### src/pkg/ppcs_pkg.sv
// constants for the port phy control and status register bank
`default_nettype none
package ppcs_pkg;
  // register indices; byte address is four times the index
  localparam logic [2:0] IDX_DIAG = 3'h0;
  localparam logic [2:0] IDX_CTRL = 3'h2;
  localparam logic [2:0] IDX_STAT = 3'h4;
  // diagnostic control and status fields
  localparam int DG_SHORT = 15;
  localparam int DG_RES_HI = 14;
  localparam int DG_RES_LO = 13;
  localparam int DG_EN = 12;
  localparam int DG_FLINK = 11;
  localparam int DG_PSAVE = 10;
  localparam int DG_LOOP = 9;
  localparam int DG_CNT_HI = 8;
  // port control fields
  localparam int PC_LEDOFF = 15;
  localparam int PC_TXDIS = 14;
  localparam int PC_RESTART = 13;
  localparam int PC_MDIXDIS = 10;
  localparam int PC_FMDIX = 9;
  localparam int PC_ANEN = 7;
  localparam int PC_FSPEED = 6;
  localparam int PC_FDUPLEX = 5;
  localparam int ADV_HI = 4;
  // port status fields
  localparam int ST_XALG = 15;
  localparam int ST_POL = 13;
  localparam int ST_RXFC = 12;
  localparam int ST_TXFC = 11;
  localparam int ST_SPEED = 10;
  localparam int ST_DUPLEX = 9;
  localparam int ST_MDI = 7;
  localparam int ST_ANDONE = 6;
  localparam int ST_LINK = 5;
  // reset values
  localparam logic RST_PSAVE = 1'b1;
  localparam logic RST_ANEN = 1'b1;
  localparam logic [4:0] RST_ADV = 5'h1f;
  localparam logic RST_XALG = 1'b1;
  // axi responses
  localparam logic [1:0] RESP_OKAY = 2'h0;
  localparam logic [1:0] RESP_SLVERR = 2'h2;
  // cable test outcome codes
  typedef enum logic [1:0] {
    PPCS_NORMAL = 2'h0,
    PPCS_OPEN = 2'h1,
    PPCS_SHORT = 2'h2,
    PPCS_FAILED = 2'h3
  } ppcs_result_type;
endpackage
`default_nettype wire

### src/rtl/ppcs_bank.sv
// axi4-lite register bank for port phy control and status
//
// The implementer's own choice: the AXI4-Lite register port.
`default_nettype none
module ppcs_bank #(
  parameter int ADDR_W = 5 // axi address width
) (
  input wire logic aclk, // bus clock
  input wire logic aresetn, // synchronous reset, active low
  input wire logic [ADDR_W-1:0] s_axi_awaddr, // write address
  input wire logic [2:0] s_axi_awprot, // write protection, unused
  input wire logic s_axi_awvalid, // write address valid
  output logic s_axi_awready, // write address ready
  input wire logic [31:0] s_axi_wdata, // write data
  input wire logic [3:0] s_axi_wstrb, // write byte strobes
  input wire logic s_axi_wvalid, // write data valid
  output logic s_axi_wready, // write data ready
  output logic [1:0] s_axi_bresp, // write response
  output logic s_axi_bvalid, // write response valid
  input wire logic s_axi_bready, // write response ready
  input wire logic [ADDR_W-1:0] s_axi_araddr, // read address
  input wire logic [2:0] s_axi_arprot, // read protection, unused
  input wire logic s_axi_arvalid, // read address valid
  output logic s_axi_arready, // read address ready
  output logic [31:0] s_axi_rdata, // read data
  output logic [1:0] s_axi_rresp, // read response
  output logic s_axi_rvalid, // read data valid
  input wire logic s_axi_rready, // read data ready
  input wire logic phy_test_done, // cable test finished, level
  input wire ppcs_pkg::ppcs_result_type phy_test_result, // test outcome
  input wire logic phy_near_short, // short under ten metres
  input wire logic [8:0] phy_fault_count, // distance to fault
  input wire logic phy_polarity_rev, // receive polarity reversed
  input wire logic phy_mdi, // one for mdi wiring
  input wire logic phy_rx_fc, // receive flow control active
  input wire logic phy_tx_fc, // transmit flow control active
  input wire logic phy_speed_100, // resolved speed
  input wire logic phy_full_duplex, // resolved duplex
  input wire logic phy_an_done, // negotiation complete
  input wire logic phy_an_fail, // negotiation failed
  input wire logic phy_link_good, // link good
  input wire logic [4:0] phy_partner_abil, // partner abilities
  input wire logic [3:0] led_activity, // normal indicator levels
  output logic diag_start, // cable test running
  output logic force_link_pass, // link forced to pass
  output logic power_save_disable, // power saving disabled
  output logic remote_loopback, // line loopback at phy
  output logic tx_disable, // transmitter stopped
  output logic an_restart, // one-cycle negotiation restart
  output logic an_enable, // negotiation enabled
  output logic auto_mdix_disable, // automatic crossover off
  output logic force_mdix, // mdi-x wiring forced
  output logic [4:0] advertise, // advertised abilities
  output logic crossover_algorithm_select, // crossover scheme
  output logic speed_100, // applied speed
  output logic full_duplex, // applied duplex
  output logic [3:0] port_indicator_out // port indicators
);
  import ppcs_pkg::*;

  localparam int SYNC_W = 31;

  if (ADDR_W < 5 || ADDR_W > 32) begin : g_addr_w_check
    $error("ADDR_W must lie between 5 and 32");
  end

  function automatic logic [15:0] lane_merge(input logic [15:0] old,
                                             input logic [31:0] data,
                                             input logic [3:0] strb);
    logic [15:0] res;
    res = old;
    if (strb[0]) begin
      res[7:0] = data[7:0];
    end
    if (strb[1]) begin
      res[15:8] = data[15:8];
    end
    return res;
  endfunction

  function automatic logic [2:0] reg_index(input logic [ADDR_W-1:0] addr);
    return addr[4:2];
  endfunction

  function automatic logic is_mapped(input logic [ADDR_W-1:0] addr);
    logic [2:0] idx;
    idx = addr[4:2];
    return (idx == IDX_DIAG || idx == IDX_CTRL || idx == IDX_STAT) &&
           (addr[1:0] == 2'h0) && (addr >> 5) == '0;
  endfunction

  // two-flop synchroniser for everything arriving from the phy
  logic [SYNC_W-1:0] sync_meta;
  logic [SYNC_W-1:0] sync_q;
  logic test_done_d;
  always_ff @(posedge aclk) begin
    if (!aresetn) begin
      sync_meta <= '0;
      sync_q <= '0;
      test_done_d <= 1'b0;
    end else begin
      sync_meta <= {led_activity, phy_an_fail, phy_partner_abil,
                    phy_link_good, phy_an_done, phy_full_duplex,
                    phy_speed_100, phy_tx_fc, phy_rx_fc, phy_mdi,
                    phy_polarity_rev, phy_fault_count, phy_near_short,
                    phy_test_result, phy_test_done};
      sync_q <= sync_meta;
      test_done_d <= sync_q[0];
    end
  end

  logic s_done;
  logic [1:0] s_result;
  logic s_short;
  logic [8:0] s_count;
  logic s_pol, s_mdi, s_rxfc, s_txfc, s_spd, s_dup, s_andone, s_link;
  logic [4:0] s_partner;
  logic s_anfail;
  logic [3:0] s_led;
  assign s_done = sync_q[0];
  assign s_result = sync_q[2:1];
  assign s_short = sync_q[3];
  assign s_count = sync_q[12:4];
  assign s_pol = sync_q[13];
  assign s_mdi = sync_q[14];
  assign s_rxfc = sync_q[15];
  assign s_txfc = sync_q[16];
  assign s_spd = sync_q[17];
  assign s_dup = sync_q[18];
  assign s_andone = sync_q[19];
  assign s_link = sync_q[20];
  assign s_partner = sync_q[25:21];
  assign s_anfail = sync_q[26];
  assign s_led = sync_q[30:27];

  logic test_end;
  assign test_end = s_done && !test_done_d;

  // write address and data are taken independently
  logic aw_held, w_held;
  logic [ADDR_W-1:0] aw_addr;
  logic [31:0] w_data;
  logic [3:0] w_strb;
  logic aw_take, w_take, do_write;
  assign aw_take = s_axi_awvalid && s_axi_awready;
  assign w_take = s_axi_wvalid && s_axi_wready;
  assign do_write = aw_held && w_held && !s_axi_bvalid;

  always_ff @(posedge aclk) begin
    if (!aresetn) begin
      s_axi_awready <= 1'b1;
      aw_held <= 1'b0;
      aw_addr <= '0;
    end else if (aw_take) begin
      s_axi_awready <= 1'b0;
      aw_held <= 1'b1;
      aw_addr <= s_axi_awaddr;
    end else if (s_axi_bvalid && s_axi_bready) begin
      s_axi_awready <= 1'b1;
    end else if (do_write) begin
      aw_held <= 1'b0;
    end
  end

  always_ff @(posedge aclk) begin
    if (!aresetn) begin
      s_axi_wready <= 1'b1;
      w_held <= 1'b0;
      w_data <= '0;
      w_strb <= '0;
    end else if (w_take) begin
      s_axi_wready <= 1'b0;
      w_held <= 1'b1;
      w_data <= s_axi_wdata;
      w_strb <= s_axi_wstrb;
    end else if (s_axi_bvalid && s_axi_bready) begin
      s_axi_wready <= 1'b1;
    end else if (do_write) begin
      w_held <= 1'b0;
    end
  end

  always_ff @(posedge aclk) begin
    if (!aresetn) begin
      s_axi_bvalid <= 1'b0;
      s_axi_bresp <= RESP_OKAY;
    end else if (do_write) begin
      s_axi_bvalid <= 1'b1;
      s_axi_bresp <= is_mapped(aw_addr) ? RESP_OKAY : RESP_SLVERR;
    end else if (s_axi_bready) begin
      s_axi_bvalid <= 1'b0;
    end
  end

  logic wr_diag, wr_ctrl, wr_stat;
  logic [15:0] diag_new, ctrl_new, stat_new;
  assign wr_diag = do_write && is_mapped(aw_addr) && reg_index(aw_addr) == IDX_DIAG;
  assign wr_ctrl = do_write && is_mapped(aw_addr) && reg_index(aw_addr) == IDX_CTRL;
  assign wr_stat = do_write && is_mapped(aw_addr) && reg_index(aw_addr) == IDX_STAT;

  // diag and status bits are stored once; control bits are held in ctrl_reg and in the output flops, written together
  logic [15:0] diag_reg, ctrl_reg, stat_reg;
  assign diag_new = lane_merge(diag_reg, w_data, w_strb);
  assign ctrl_new = lane_merge(ctrl_reg, w_data, w_strb);
  assign stat_new = lane_merge(stat_reg, w_data, w_strb);

  // a software start wins over a test end in the same cycle
  always_ff @(posedge aclk) begin
    if (!aresetn) begin
      diag_start <= 1'b0;
    end else if (wr_diag && w_strb[1] && diag_new[DG_EN]) begin
      diag_start <= 1'b1;
    end else if (test_end) begin
      diag_start <= 1'b0;
    end
  end

  always_ff @(posedge aclk) begin
    if (!aresetn) begin
      force_link_pass <= 1'b0;
      power_save_disable <= RST_PSAVE;
      remote_loopback <= 1'b0;
    end else if (wr_diag && w_strb[1]) begin
      force_link_pass <= diag_new[DG_FLINK];
      power_save_disable <= diag_new[DG_PSAVE];
      remote_loopback <= diag_new[DG_LOOP];
    end
  end

  always_ff @(posedge aclk) begin
    if (!aresetn) begin
      tx_disable <= 1'b0;
      auto_mdix_disable <= 1'b0;
      force_mdix <= 1'b0;
      an_enable <= RST_ANEN;
      ctrl_reg <= {8'h00, RST_ANEN, 2'h0, RST_ADV};
      advertise <= RST_ADV;
    end else if (wr_ctrl) begin
      tx_disable <= ctrl_new[PC_TXDIS];
      auto_mdix_disable <= ctrl_new[PC_MDIXDIS];
      force_mdix <= ctrl_new[PC_FMDIX];
      an_enable <= ctrl_new[PC_ANEN];
      ctrl_reg <= ctrl_new;
      advertise <= ctrl_new[ADV_HI:0];
    end else begin
      ctrl_reg[PC_RESTART] <= 1'b0;
    end
  end

  always_ff @(posedge aclk) begin
    if (!aresetn) begin
      an_restart <= 1'b0;
    end else begin
      an_restart <= wr_ctrl && w_strb[1] && ctrl_new[PC_RESTART];
    end
  end

  always_ff @(posedge aclk) begin
    if (!aresetn) begin
      crossover_algorithm_select <= RST_XALG;
    end else if (wr_stat && w_strb[1]) begin
      crossover_algorithm_select <= stat_new[ST_XALG];
    end
  end

  // only bit 15 of the status word holds state
  always_comb begin
    diag_reg = '0;
    diag_reg[DG_EN] = diag_start;
    diag_reg[DG_FLINK] = force_link_pass;
    diag_reg[DG_PSAVE] = power_save_disable;
    diag_reg[DG_LOOP] = remote_loopback;
    stat_reg = '0;
    stat_reg[ST_XALG] = crossover_algorithm_select;
  end

  // speed and duplex actually applied to the port
  always_ff @(posedge aclk) begin
    if (!aresetn) begin
      speed_100 <= 1'b0;
      full_duplex <= 1'b0;
    end else if (!an_enable) begin
      speed_100 <= ctrl_reg[PC_FSPEED];
      full_duplex <= ctrl_reg[PC_FDUPLEX];
    end else if (s_anfail) begin
      speed_100 <= s_spd;
      full_duplex <= ctrl_reg[PC_FDUPLEX];
    end else begin
      speed_100 <= s_spd;
      full_duplex <= s_dup;
    end
  end

  always_ff @(posedge aclk) begin
    if (!aresetn) begin
      port_indicator_out <= '0;
    end else if (ctrl_reg[PC_LEDOFF]) begin
      port_indicator_out <= 4'hf;
    end else begin
      port_indicator_out <= s_led;
    end
  end

  // read side; results are shown live from the phy
  logic [15:0] diag_rd, ctrl_rd, stat_rd;
  always_comb begin
    diag_rd = diag_reg;
    diag_rd[DG_SHORT] = s_short;
    diag_rd[DG_RES_HI:DG_RES_LO] = s_result;
    diag_rd[DG_CNT_HI:0] = s_count;
    ctrl_rd = ctrl_reg;
    ctrl_rd[PC_TXDIS] = tx_disable;
    ctrl_rd[PC_MDIXDIS] = auto_mdix_disable;
    ctrl_rd[PC_FMDIX] = force_mdix;
    ctrl_rd[PC_ANEN] = an_enable;
    ctrl_rd[ADV_HI:0] = advertise;
    stat_rd = stat_reg;
    stat_rd[ST_POL] = s_pol;
    stat_rd[ST_RXFC] = s_rxfc;
    stat_rd[ST_TXFC] = s_txfc;
    stat_rd[ST_SPEED] = s_spd;
    stat_rd[ST_DUPLEX] = s_dup;
    stat_rd[ST_MDI] = s_mdi;
    stat_rd[ST_ANDONE] = s_andone;
    stat_rd[ST_LINK] = s_link;
    stat_rd[ADV_HI:0] = s_partner;
  end

  logic ar_take;
  assign ar_take = s_axi_arvalid && s_axi_arready;
  always_ff @(posedge aclk) begin
    if (!aresetn) begin
      s_axi_arready <= 1'b1;
      s_axi_rvalid <= 1'b0;
      s_axi_rdata <= '0;
      s_axi_rresp <= RESP_OKAY;
    end else if (ar_take) begin
      s_axi_arready <= 1'b0;
      s_axi_rvalid <= 1'b1;
      s_axi_rresp <= is_mapped(s_axi_araddr) ? RESP_OKAY : RESP_SLVERR;
      if (!is_mapped(s_axi_araddr)) begin
        s_axi_rdata <= '0;
      end else if (reg_index(s_axi_araddr) == IDX_DIAG) begin
        s_axi_rdata <= {16'h0000, diag_rd};
      end else if (reg_index(s_axi_araddr) == IDX_CTRL) begin
        s_axi_rdata <= {16'h0000, ctrl_rd};
      end else begin
        s_axi_rdata <= {16'h0000, stat_rd};
      end
    end else if (s_axi_rvalid && s_axi_rready) begin
      s_axi_rvalid <= 1'b0;
      s_axi_arready <= 1'b1;
    end
  end

  // checks
  AST_TEST_END_CLEARS: assert property (@(posedge aclk) disable iff (!aresetn)
    test_end && !wr_diag |=> !diag_start)
    else $error("test enable not cleared at test end");
  AST_TEST_START: assert property (@(posedge aclk) disable iff (!aresetn)
    wr_diag && w_strb[1] && w_data[DG_EN] |=> diag_start)
    else $error("test enable not set by write");
  AST_LED_OFF: assert property (@(posedge aclk) disable iff (!aresetn)
    ctrl_reg[PC_LEDOFF] |=> port_indicator_out == 4'hf)
    else $error("indicators not high with led off");
  AST_RESTART_PULSE: assert property (@(posedge aclk) disable iff (!aresetn)
    an_restart |=> !an_restart)
    else $error("restart longer than one cycle");
  AST_RESTART_CAUSE: assert property (@(posedge aclk) disable iff (!aresetn)
    an_restart |-> $past(wr_ctrl) && $past(w_data[PC_RESTART]))
    else $error("restart without a write");
  AST_FORCED_SPEED: assert property (@(posedge aclk) disable iff (!aresetn)
    !an_enable |=> speed_100 == $past(ctrl_reg[PC_FSPEED]))
    else $error("forced speed not applied");
  AST_FAIL_DUPLEX: assert property (@(posedge aclk) disable iff (!aresetn)
    an_enable && s_anfail && !wr_ctrl |=> full_duplex == $past(ctrl_reg[PC_FDUPLEX]))
    else $error("forced duplex not applied on failed negotiation");
  AST_FORCE_LINK: assert property (@(posedge aclk) disable iff (!aresetn)
    wr_diag && w_strb[1] |=> force_link_pass == $past(w_data[DG_FLINK]))
    else $error("force link not stored");
  AST_XALG: assert property (@(posedge aclk) disable iff (!aresetn)
    !wr_stat |=> $stable(crossover_algorithm_select))
    else $error("crossover select changed without write");
  AST_BVALID_HOLD: assert property (@(posedge aclk) disable iff (!aresetn)
    s_axi_bvalid && !s_axi_bready |=> s_axi_bvalid)
    else $error("write response dropped");
  COV_TEST: cover property (@(posedge aclk) disable iff (!aresetn)
    diag_start ##[1:1000] !diag_start);
  COV_RESTART: cover property (@(posedge aclk) disable iff (!aresetn) an_restart);
  COV_READ: cover property (@(posedge aclk) disable iff (!aresetn)
    s_axi_rvalid && s_axi_rready);
endmodule // ppcs_bank
`default_nettype wire

### config.mk
export PLATFORM = sky130hd
export DESIGN_NAME = ppcs_bank
export DESIGN_NICKNAME = d
export VERILOG_FILES = /design/src/pkg/ppcs_pkg.sv /design/src/rtl/ppcs_bank.sv
export SDC_FILE = /design/constraint.sdc
export NUM_CORES = 1
export LEC_CHECK = 0
export ABC_AREA = 1
export BUFFER_PORTS_ARGS = -buffer_cell sky130_fd_sc_hd__buf_2
export CAP_MARGIN = 20
export CORE_MARGIN = 4
export CORE_UTILIZATION = 35
export CTS_CLUSTER_DIAMETER = 200
export DETAILED_ROUTE_END_ITERATION = 10
export SYNTH_ARGS = -nofsm -noshare
export SYNTH_HDL_FRONTEND = slang
export SYNTH_SLANG_ARGS = --single-unit
### constraint.sdc
create_clock -name aclk -period 2.7 [get_ports aclk]
set_input_delay 0.675 -clock aclk [delete_from_list [all_inputs] [get_ports aclk]]
set_output_delay 0.675 -clock aclk [all_outputs]
set_load 0.1 [all_outputs]
# Word-level counts from Yosys, hierarchy flattened
# Index checks and enable logic that the tools add are counted.
[classes] add_sub_neg=0 mul=0 div=0 magnitude_cmp=0 n_eq_ne=6 n_shift=0 n_mux=27 n_bitwise=0 reduce_logical=43
[op_table] operator="16-bit two-way mux" n=3
[op_table] operator="1-bit logical AND" n=19
[op_table] operator="1-bit two-way mux" n=18
[op_table] operator="2-bit AND reduction" n=7
[op_table] operator="2-bit nonzero test" n=7
[op_table] operator="8-bit two-way mux" n=1
[op_table] operator="7-bit two-way mux" n=1
[op_table] operator="3-bit by 2-bit equality test with 1-bit output, second input constant" n=2
[op_table] operator="3-bit equality test, second input constant" n=2
[op_table] operator="3-bit zero test" n=2
[op_table] operator="5-bit two-way mux" n=1
[op_table] operator="2-bit zero test" n=2
[op_table] operator="1-bit logical OR" n=4
[op_table] operator="2-bit two-way mux" n=2
[op_table] operator="4-bit two-way mux" n=1
[op_table] operator="2-bit != test, second input constant" n=2
[op_table] operator="1-bit zero test" n=2
[word_totals] register_bits=166 latchBits=0 mem_bits_rw=0 rom_bits=0 inputBits=90 out_inout_bits=62 memories=0

# Logic depth before layout (Yosys ltp)
# Gate-level depths: netlist (run 1).
[depth] depth_word=9 depth_mapped=9

# Worst setup path before layout (run 1)
# OpenSTA, ideal clock, no wires.
[synth_path] path_kind="register to register" startpoint="register s_axi_arready" endpoint="register s_axi_rdata[4]" setup_time_ps=128 arrival_time_ps=1858 setup_slack_ps=714 stages_incl_launch_ff=7 n_path_buf=1 period_less_slack_ps=1986 path_cell_list="dfxtp_1 nand2_1 inv_1 buf_2 nor2_1 nor2_1 nor2_1"
[synth_via] elab_chain_len=1
[synth_rtl] element="from (decl)" line="ppcs_bank.sv:24" source="output logic s_axi_arready,"
[synth_rtl] element="from (signal assigned)" line="ppcs_bank.sv:333" source="s_axi_arready <= 1'b1;"
[synth_rtl] element="from (signal assigned)" line="ppcs_bank.sv:338" source="s_axi_arready <= 1'b0;"
[synth_rtl] element="from (signal assigned)" line="ppcs_bank.sv:352" source="s_axi_arready <= 1'b1;"
[synth_rtl] element="1-bit logical AND" line="ppcs_bank.sv:330" source="assign ar_take = s_axi_arvalid && s_axi_arready;"
[synth_rtl] element="to (signal assigned)" line="ppcs_bank.sv:344" source="s_axi_rdata <= {16'h0000, diag_rd};"
[synth_rtl] element="to (signal assigned)" line="ppcs_bank.sv:346" source="s_axi_rdata <= {16'h0000, ctrl_rd};"
[synth_rtl] element="to (signal assigned)" line="ppcs_bank.sv:348" source="s_axi_rdata <= {16'h0000, stat_rd};"
[synth_rtl] element="to (decl)" line="ppcs_bank.sv:25" source="output logic [31:0] s_axi_rdata,"
# No other way between the ends.
# A chain may end at the register's enable or synchronous reset.

==> flow_summary.ini, run 1 <==
[cells_and_area]
fin_cells = 1014
final_nets = 903
drive_gt1_share_pct = 18.8
area_delta_synth_final_pct = 20.7
largestRegisters = sync_meta x31, sync_q x31

[grt]
grt_start_max_net_pins = 61
grt_pass1_wl_um = 19300
track_usage_pct = 14.1
antenna_found_initial = 1
grt_pass1_vias = 4028
grt_overflow = 0

[clocking]
numCtsBuffers = 17
path_clk_slew_ns = 0.06
htreeDepth = 4
cts_resized = 0
cts_tree = done
cts_setup_buffers = 0
holdBufCountCts = 0
cts_num_sinks = 139
insertion_delay_ns = 0.42
cts_buffer_depth = 2
clock-root-buffer = clkbuf_16

[floorplan]
die_width_um = 132
io_pins = 152
die_h_um = 132
coreArea_um2 = 15100
initial_utilization_pct = 35.6
rows = 45
die_area_um2 = 17400

[run]
max-cap-violations = 0

[place]
dpl.hpwl_um = 8610
place_congestion = 0.791
dp.cells = 982
port_buffers = 109

[synth]
synth.distinct_cells = 24
ys_ff_latch = 139
synth-simple-area-share_pct = 28.1
synth_area_um2 = 5370
synth_xor_area_share_pct = 0
yosys.area_share.adder_pct = 0
syn_avg_cell_area_um2 = 7.49
ys_seq_area_share_pct = 51.8
yosysTopAreaCell = dfxtp_1
synthMuxAreaShare_pct = 0
synth-compound-area-share_pct = 4.94
syn_inst = 717
synthTopCellsByArea = dfxtp_1 52%, nand2_1 11%, nor2_1 8.9%
synth_top_family_by_area = simple AND/OR/NAND/NOR gates
synth_top_area_share_pct = 51.8
yosys_warnings = 0

[sta]
fin_tns_setup_ns = 0
hold_viol = 0
setup-violations-final = 0
rsz0062_at_grt = false
hold-worst-slack_ns = 0.405
fin_crit_sh_pct = 73.0
tightest_slew_ns = 0.756
drv_slew = 0
fmax_mhz = 507
post-route-min-period_ns = 1.97
max_slew_margin_pct = 49.5
fin_skew_ns = 0.00753

[critical_path]
path_max_fanout = 5
critical_path_buf_inv_count = 1
cp_data_required_time_ns = 2.03
cp-start-kind = register
worst_setup_path_end_kind = output port
crit_slowest_cell = buf_2
critPathTopFamily = buffers and inverters
crit_chain = buf_2
slowest_delay_ns = 0.47
cp.arrival_ns = 1.30
critPathKind = register to output port

[min_path]
hold_class = register to register

[routing]
dr.pass1.iters = 4
drc_errors = 0
vias_per_cell = 4.24
vias = 4295
drt-initial-drc-count = 239
post_drt_wl_per_cell_um = 12.0
routed_wl_um = 12100
antenna_left = 0

[outcome]
status = finished clean

[pwr]
pwr-share-comb_pct = 10.8
pwr_density_cell_nw_per_um2 = 767
leakage_uw = 0.00351
p_int_uw = 3630
p_clk_share_pct = 45.1
pwr-share-seq_pct = 44.1
swShare_pct = 27.1
power.switching_uw = 1350
peakVddDrop_mv = 0.491
[synthesized netlist by cell type, drive strengths merged]
| cell | number |
|---|---|
| a21oi | 15 |
| buf | 42 |
| a21o | 1 |
| a211oi | 1 |
| nand3b | 20 |
| conb | 1 |
| inv | 123 |
| o21a | 2 |
| nor4 | 1 |
| dfxtp | 139 |
| nor3 | 2 |
| clkbuf | 10 |
| nor2 | 132 |
| nand3 | 38 |
| nand2 | 157 |
| and2 | 1 |
| o21ai | 32 |
[kinds of logic (layout without fill, tap and decap cells)]
family	Yosys count	in the layout
other cells	1	19
flops	139	139
compound gates	51	51
simple gates	351	351
buf+inv	175	266
[worst paths after layout]
check / from / end / slack [ns] / cells after the start
max reg2reg: s_axi_bvalid$_SDFFE_PN0P_ / advertise[0]$_SDFFE_PN1P_ / 1.04 / 7
max: ctrl_reg[7]$_SDFFE_PN1P_ / an_enable / 0.73 / 1
min: sync_meta[14]$_SDFF_PN0_ / sync_q[14]$_SDFF_PN0_ / 0.40 / 2
min reg2reg: sync_meta[14]$_SDFF_PN0_ / sync_q[14]$_SDFF_PN0_ / 0.40 / 2
[power groups by stage]
stage / Sequential [µW] / Combinational (µW) / Clock [µW]
final: 2190 / 536 / 2240
after global routing: 2200 / 587 / 2390
after CTS: 2190 / 542 / 2290
after detailed placement: 2240 / 540 / 0
after global placement: 2240 / 536 / 0
after floorplan: 2340 / 346 / 0
[cell usage in the layout (no fill, tap or decap), types with 3 or more instances in the layout]
cell type,netlist,routed
nor2_4,4,4
o21ai_0,32,32
nand2_1,156,156
inv_1,119,119
clkinvlp_4,0,4
nand3_1,37,37
nor2_1,127,127
buf_4,24,3
buf_2,12,108
dfxtp_1,139,139
clkbuf_16,0,17
a21oi_1,15,15
conb_1,1,18
inv_6,0,3
inv_2,4,4
nand3b_1,20,20
[routing by layer]
metal,GRT usage (%),routed length (µm),up-vias
li1,-,-,2285
met1,16.7,5430,1874
met2,22.8,5640,114
met3,5.19,824,20
met4,6.53,220,2
met5,0,13,-
[layout make-up]
| class | instances | area (µm²) |
|---|---|---|
| clock buffer | 18 | 429 |
| fill | 1568 | 8610 |
| sequential | 139 | 2780 |
| antenna | 1 | 2.50 |
| tap | 188 | 235 |
| clock inverter | 13 | 144 |
| inverter | 123 | 462 |
| timing repair buffer | 112 | 583 |
| multi-input combinational | 420 | 1840 |
[stage by stage]
| stage | power, µW | util, % | setup WS [ns] | area (µm²) |
|---|---|---|---|---|
| 5_1_grt | 5180 | 42.9 | 0.678 | 6480 |
| 2_1_floorplan | 2680 | - | 0.714 | 5430 |
| 3_5_place_dp | 2780 | 39.1 | 0.745 | 5910 |
| 6_report | 4970 | 43.0 | 0.729 | 6480 |
| 3_3_place_gp | 2770 | 39.1 | 0.778 | 5910 |
| 4_1_cts | 5030 | 42.9 | 0.694 | 6480 |
No activity file was read; power rests on OpenSTA's default activity.
==> run 2, diff against run 1 <==
==> constraint.sdc (replaced) <==
create_clock -name aclk -period 2 [get_ports aclk]
set_input_delay 0.5 -clock aclk [delete_from_list [all_inputs] [get_ports aclk]]
set_output_delay 0.5 -clock aclk [all_outputs]
set_load 0.1 [all_outputs]
==> flow_summary.ini, run 2 (synthesized netlist as in run 1, its figures left out) <==
[outcome]
status = finished clean

[critical_path]
cp.depth = 1
crit_chain = buf_2
cp.arrival_ns = 1.30
crit_slowest_cell = buf_2
r2r_slack_ns = 0.53
critical_path_buf_inv_count = 1
r2r-end = advertise[0]$_SDFFE_PN1P_
critPathTopFamily = buffers and inverters
reg2regPathDepth = 7
endpoint = an_enable
cp_data_required_time_ns = 1.50
path_max_fanout = 5
critPathKind = register to output port
slowest_delay_ns = 0.47
rr_startpoint = s_axi_bvalid$_SDFFE_PN0P_
worst_setup_path_end_kind = output port
startpoint = ctrl_reg[7]$_SDFFE_PN1P_
cp-start-kind = register

[routing]
vias = 4311
vias_per_cell = 4.23
antenna_left = 0
post_drt_wl_per_cell_um = 11.9
dr.pass1.iters = 4
top_layer_used = met5
drc_errors = 0
routed_wl_um = 12100
wl_met3_um = 773
drt-initial-drc-count = 198
wl_met2_um = 5680
wl_met1_um = 5510

[clocking]
cts_tree = done
htreeDepth = 4
cts_setup_buffers = 0
numCtsBuffers = 17
cts_num_sinks = 139
holdBufCountCts = 0
insertion_delay_ns = 0.41
path_clk_slew_ns = 0.06
clock-root-buffer = clkbuf_16
cts_resized = 0
cts_buffer_depth = 2

[place]
dpl.hpwl_um = 8810
port_buffers = 109
place_congestion = 0.813

[sta]
fin_skew_ns = 0.0100
max_slew_margin_pct = 46.4
tightest_slew_ns = 0.804
fin_crit_sh_pct = 90.0
post-route-min-period_ns = 1.80
drv_slew = 0
hold_viol = 0
fmax_mhz = 555
setup-violations-final = 0
fin_tns_setup_ns = 0
rsz0062_at_grt = false

[floorplan]
io_pins = 152
die_area_um2 = 17400
initial_utilization_pct = 35.6
die_width_um = 132
coreArea_um2 = 15100
rows = 45
die_h_um = 132

[run]
max-cap-violations = 0

[grt]
grt_overflow = 0
grt_pass1_wl_um = 19800
antenna_found_initial = 1
grt_pass1_vias = 4089
track_usage_pct = 14.3
grt_start_max_net_pins = 51

[pwr]
leakage_uw = 0.00354
peakVddDrop_mv = 0.620
pwr_density_cell_nw_per_um2 = 1030

[cells_and_area]
final_util_pct = 43.4
largestRegisters = sync_meta x31, sync_q x31
area_delta_synth_final_pct = 22.0
final_nets = 909
insertedDiodeCount = 0
layout_commonest_cell = nand2_1
mostFrequentLayoutCells = 156 x nand2_1, 139 x dfxtp_1, 127 x nor2_1
drive_gt1_share_pct = 19.4

[min_path]
hold_class = input pin to register
min_path_cells = 3
run 2: cell count changes in the layout (fill, tap and decap cells not counted):
cell        delta
clkinv_4       -1
buf_12         +2
diode_2        -1
clkinvlp_4     +1
buf_4          +4
clkbuf_1       +1
run 2: worst min-delay path by stage:
stage | startpoint | endpoint | slack (ns)
floorplan | sync_meta[0]$_SDFF_PN0_ | sync_q[0]$_SDFF_PN0_ | 0.39
global placement | sync_meta[30]$_SDFF_PN0_ | sync_q[30]$_SDFF_PN0_ | 0.39
detailed placement | sync_meta[29]$_SDFF_PN0_ | sync_q[29]$_SDFF_PN0_ | 0.40
CTS | led_activity[0] | sync_meta[27]$_SDFF_PN0_ | 0.25
global route | led_activity[1] | sync_meta[28]$_SDFF_PN0_ | 0.24
finish | led_activity[0] | sync_meta[27]$_SDFF_PN0_ | 0.27
run 2: final cells by class:
cell class | count | area, µm²
Fill cell | 1604 | 8540
Clock inverter | 13 | 143
Tap cell | 188 | 235
Sequential cell | 139 | 2780
Multi-Input combinational cell | 420 | 1840
Clock buffer | 19 | 433
Timing Repair Buffer | 118 | 653
Inverter | 123 | 462
run 2: per-layer routing:
metal	up-vias	global-route usage (%)
met5	-	0
met4	2	4.73
met3	16	5.65
met2	88	23.9
met1	1907	16.9
li1	2298	-
run 2: per-stage QoR:
| stage | hold WS [ns] | instances | total power [µW] | setup WS, ns | area, µm² |
|---|---|---|---|---|---|
| floorplan | 0.390 | 734 | 3620 | 0.0143 | 5430 |
| global placement | 0.394 | 988 | 3760 | 0.354 | 5980 |
| detailed placement | 0.398 | 988 | 3770 | 0.336 | 5980 |
| CTS | 0.245 | 1020 | 6800 | 0.183 | 6550 |
| global route | 0.242 | 1020 | 7010 | 0.122 | 6550 |
| finish | 0.265 | 1020 | 6720 | 0.199 | 6550 |
run 2: power breakdown:
part / total, µW / internal [µW] / switching (µW)
clock network: 3020 / 1840 / 1180
logic: 741 / 175 / 566
registers: 2960 / 2900 / 59.6
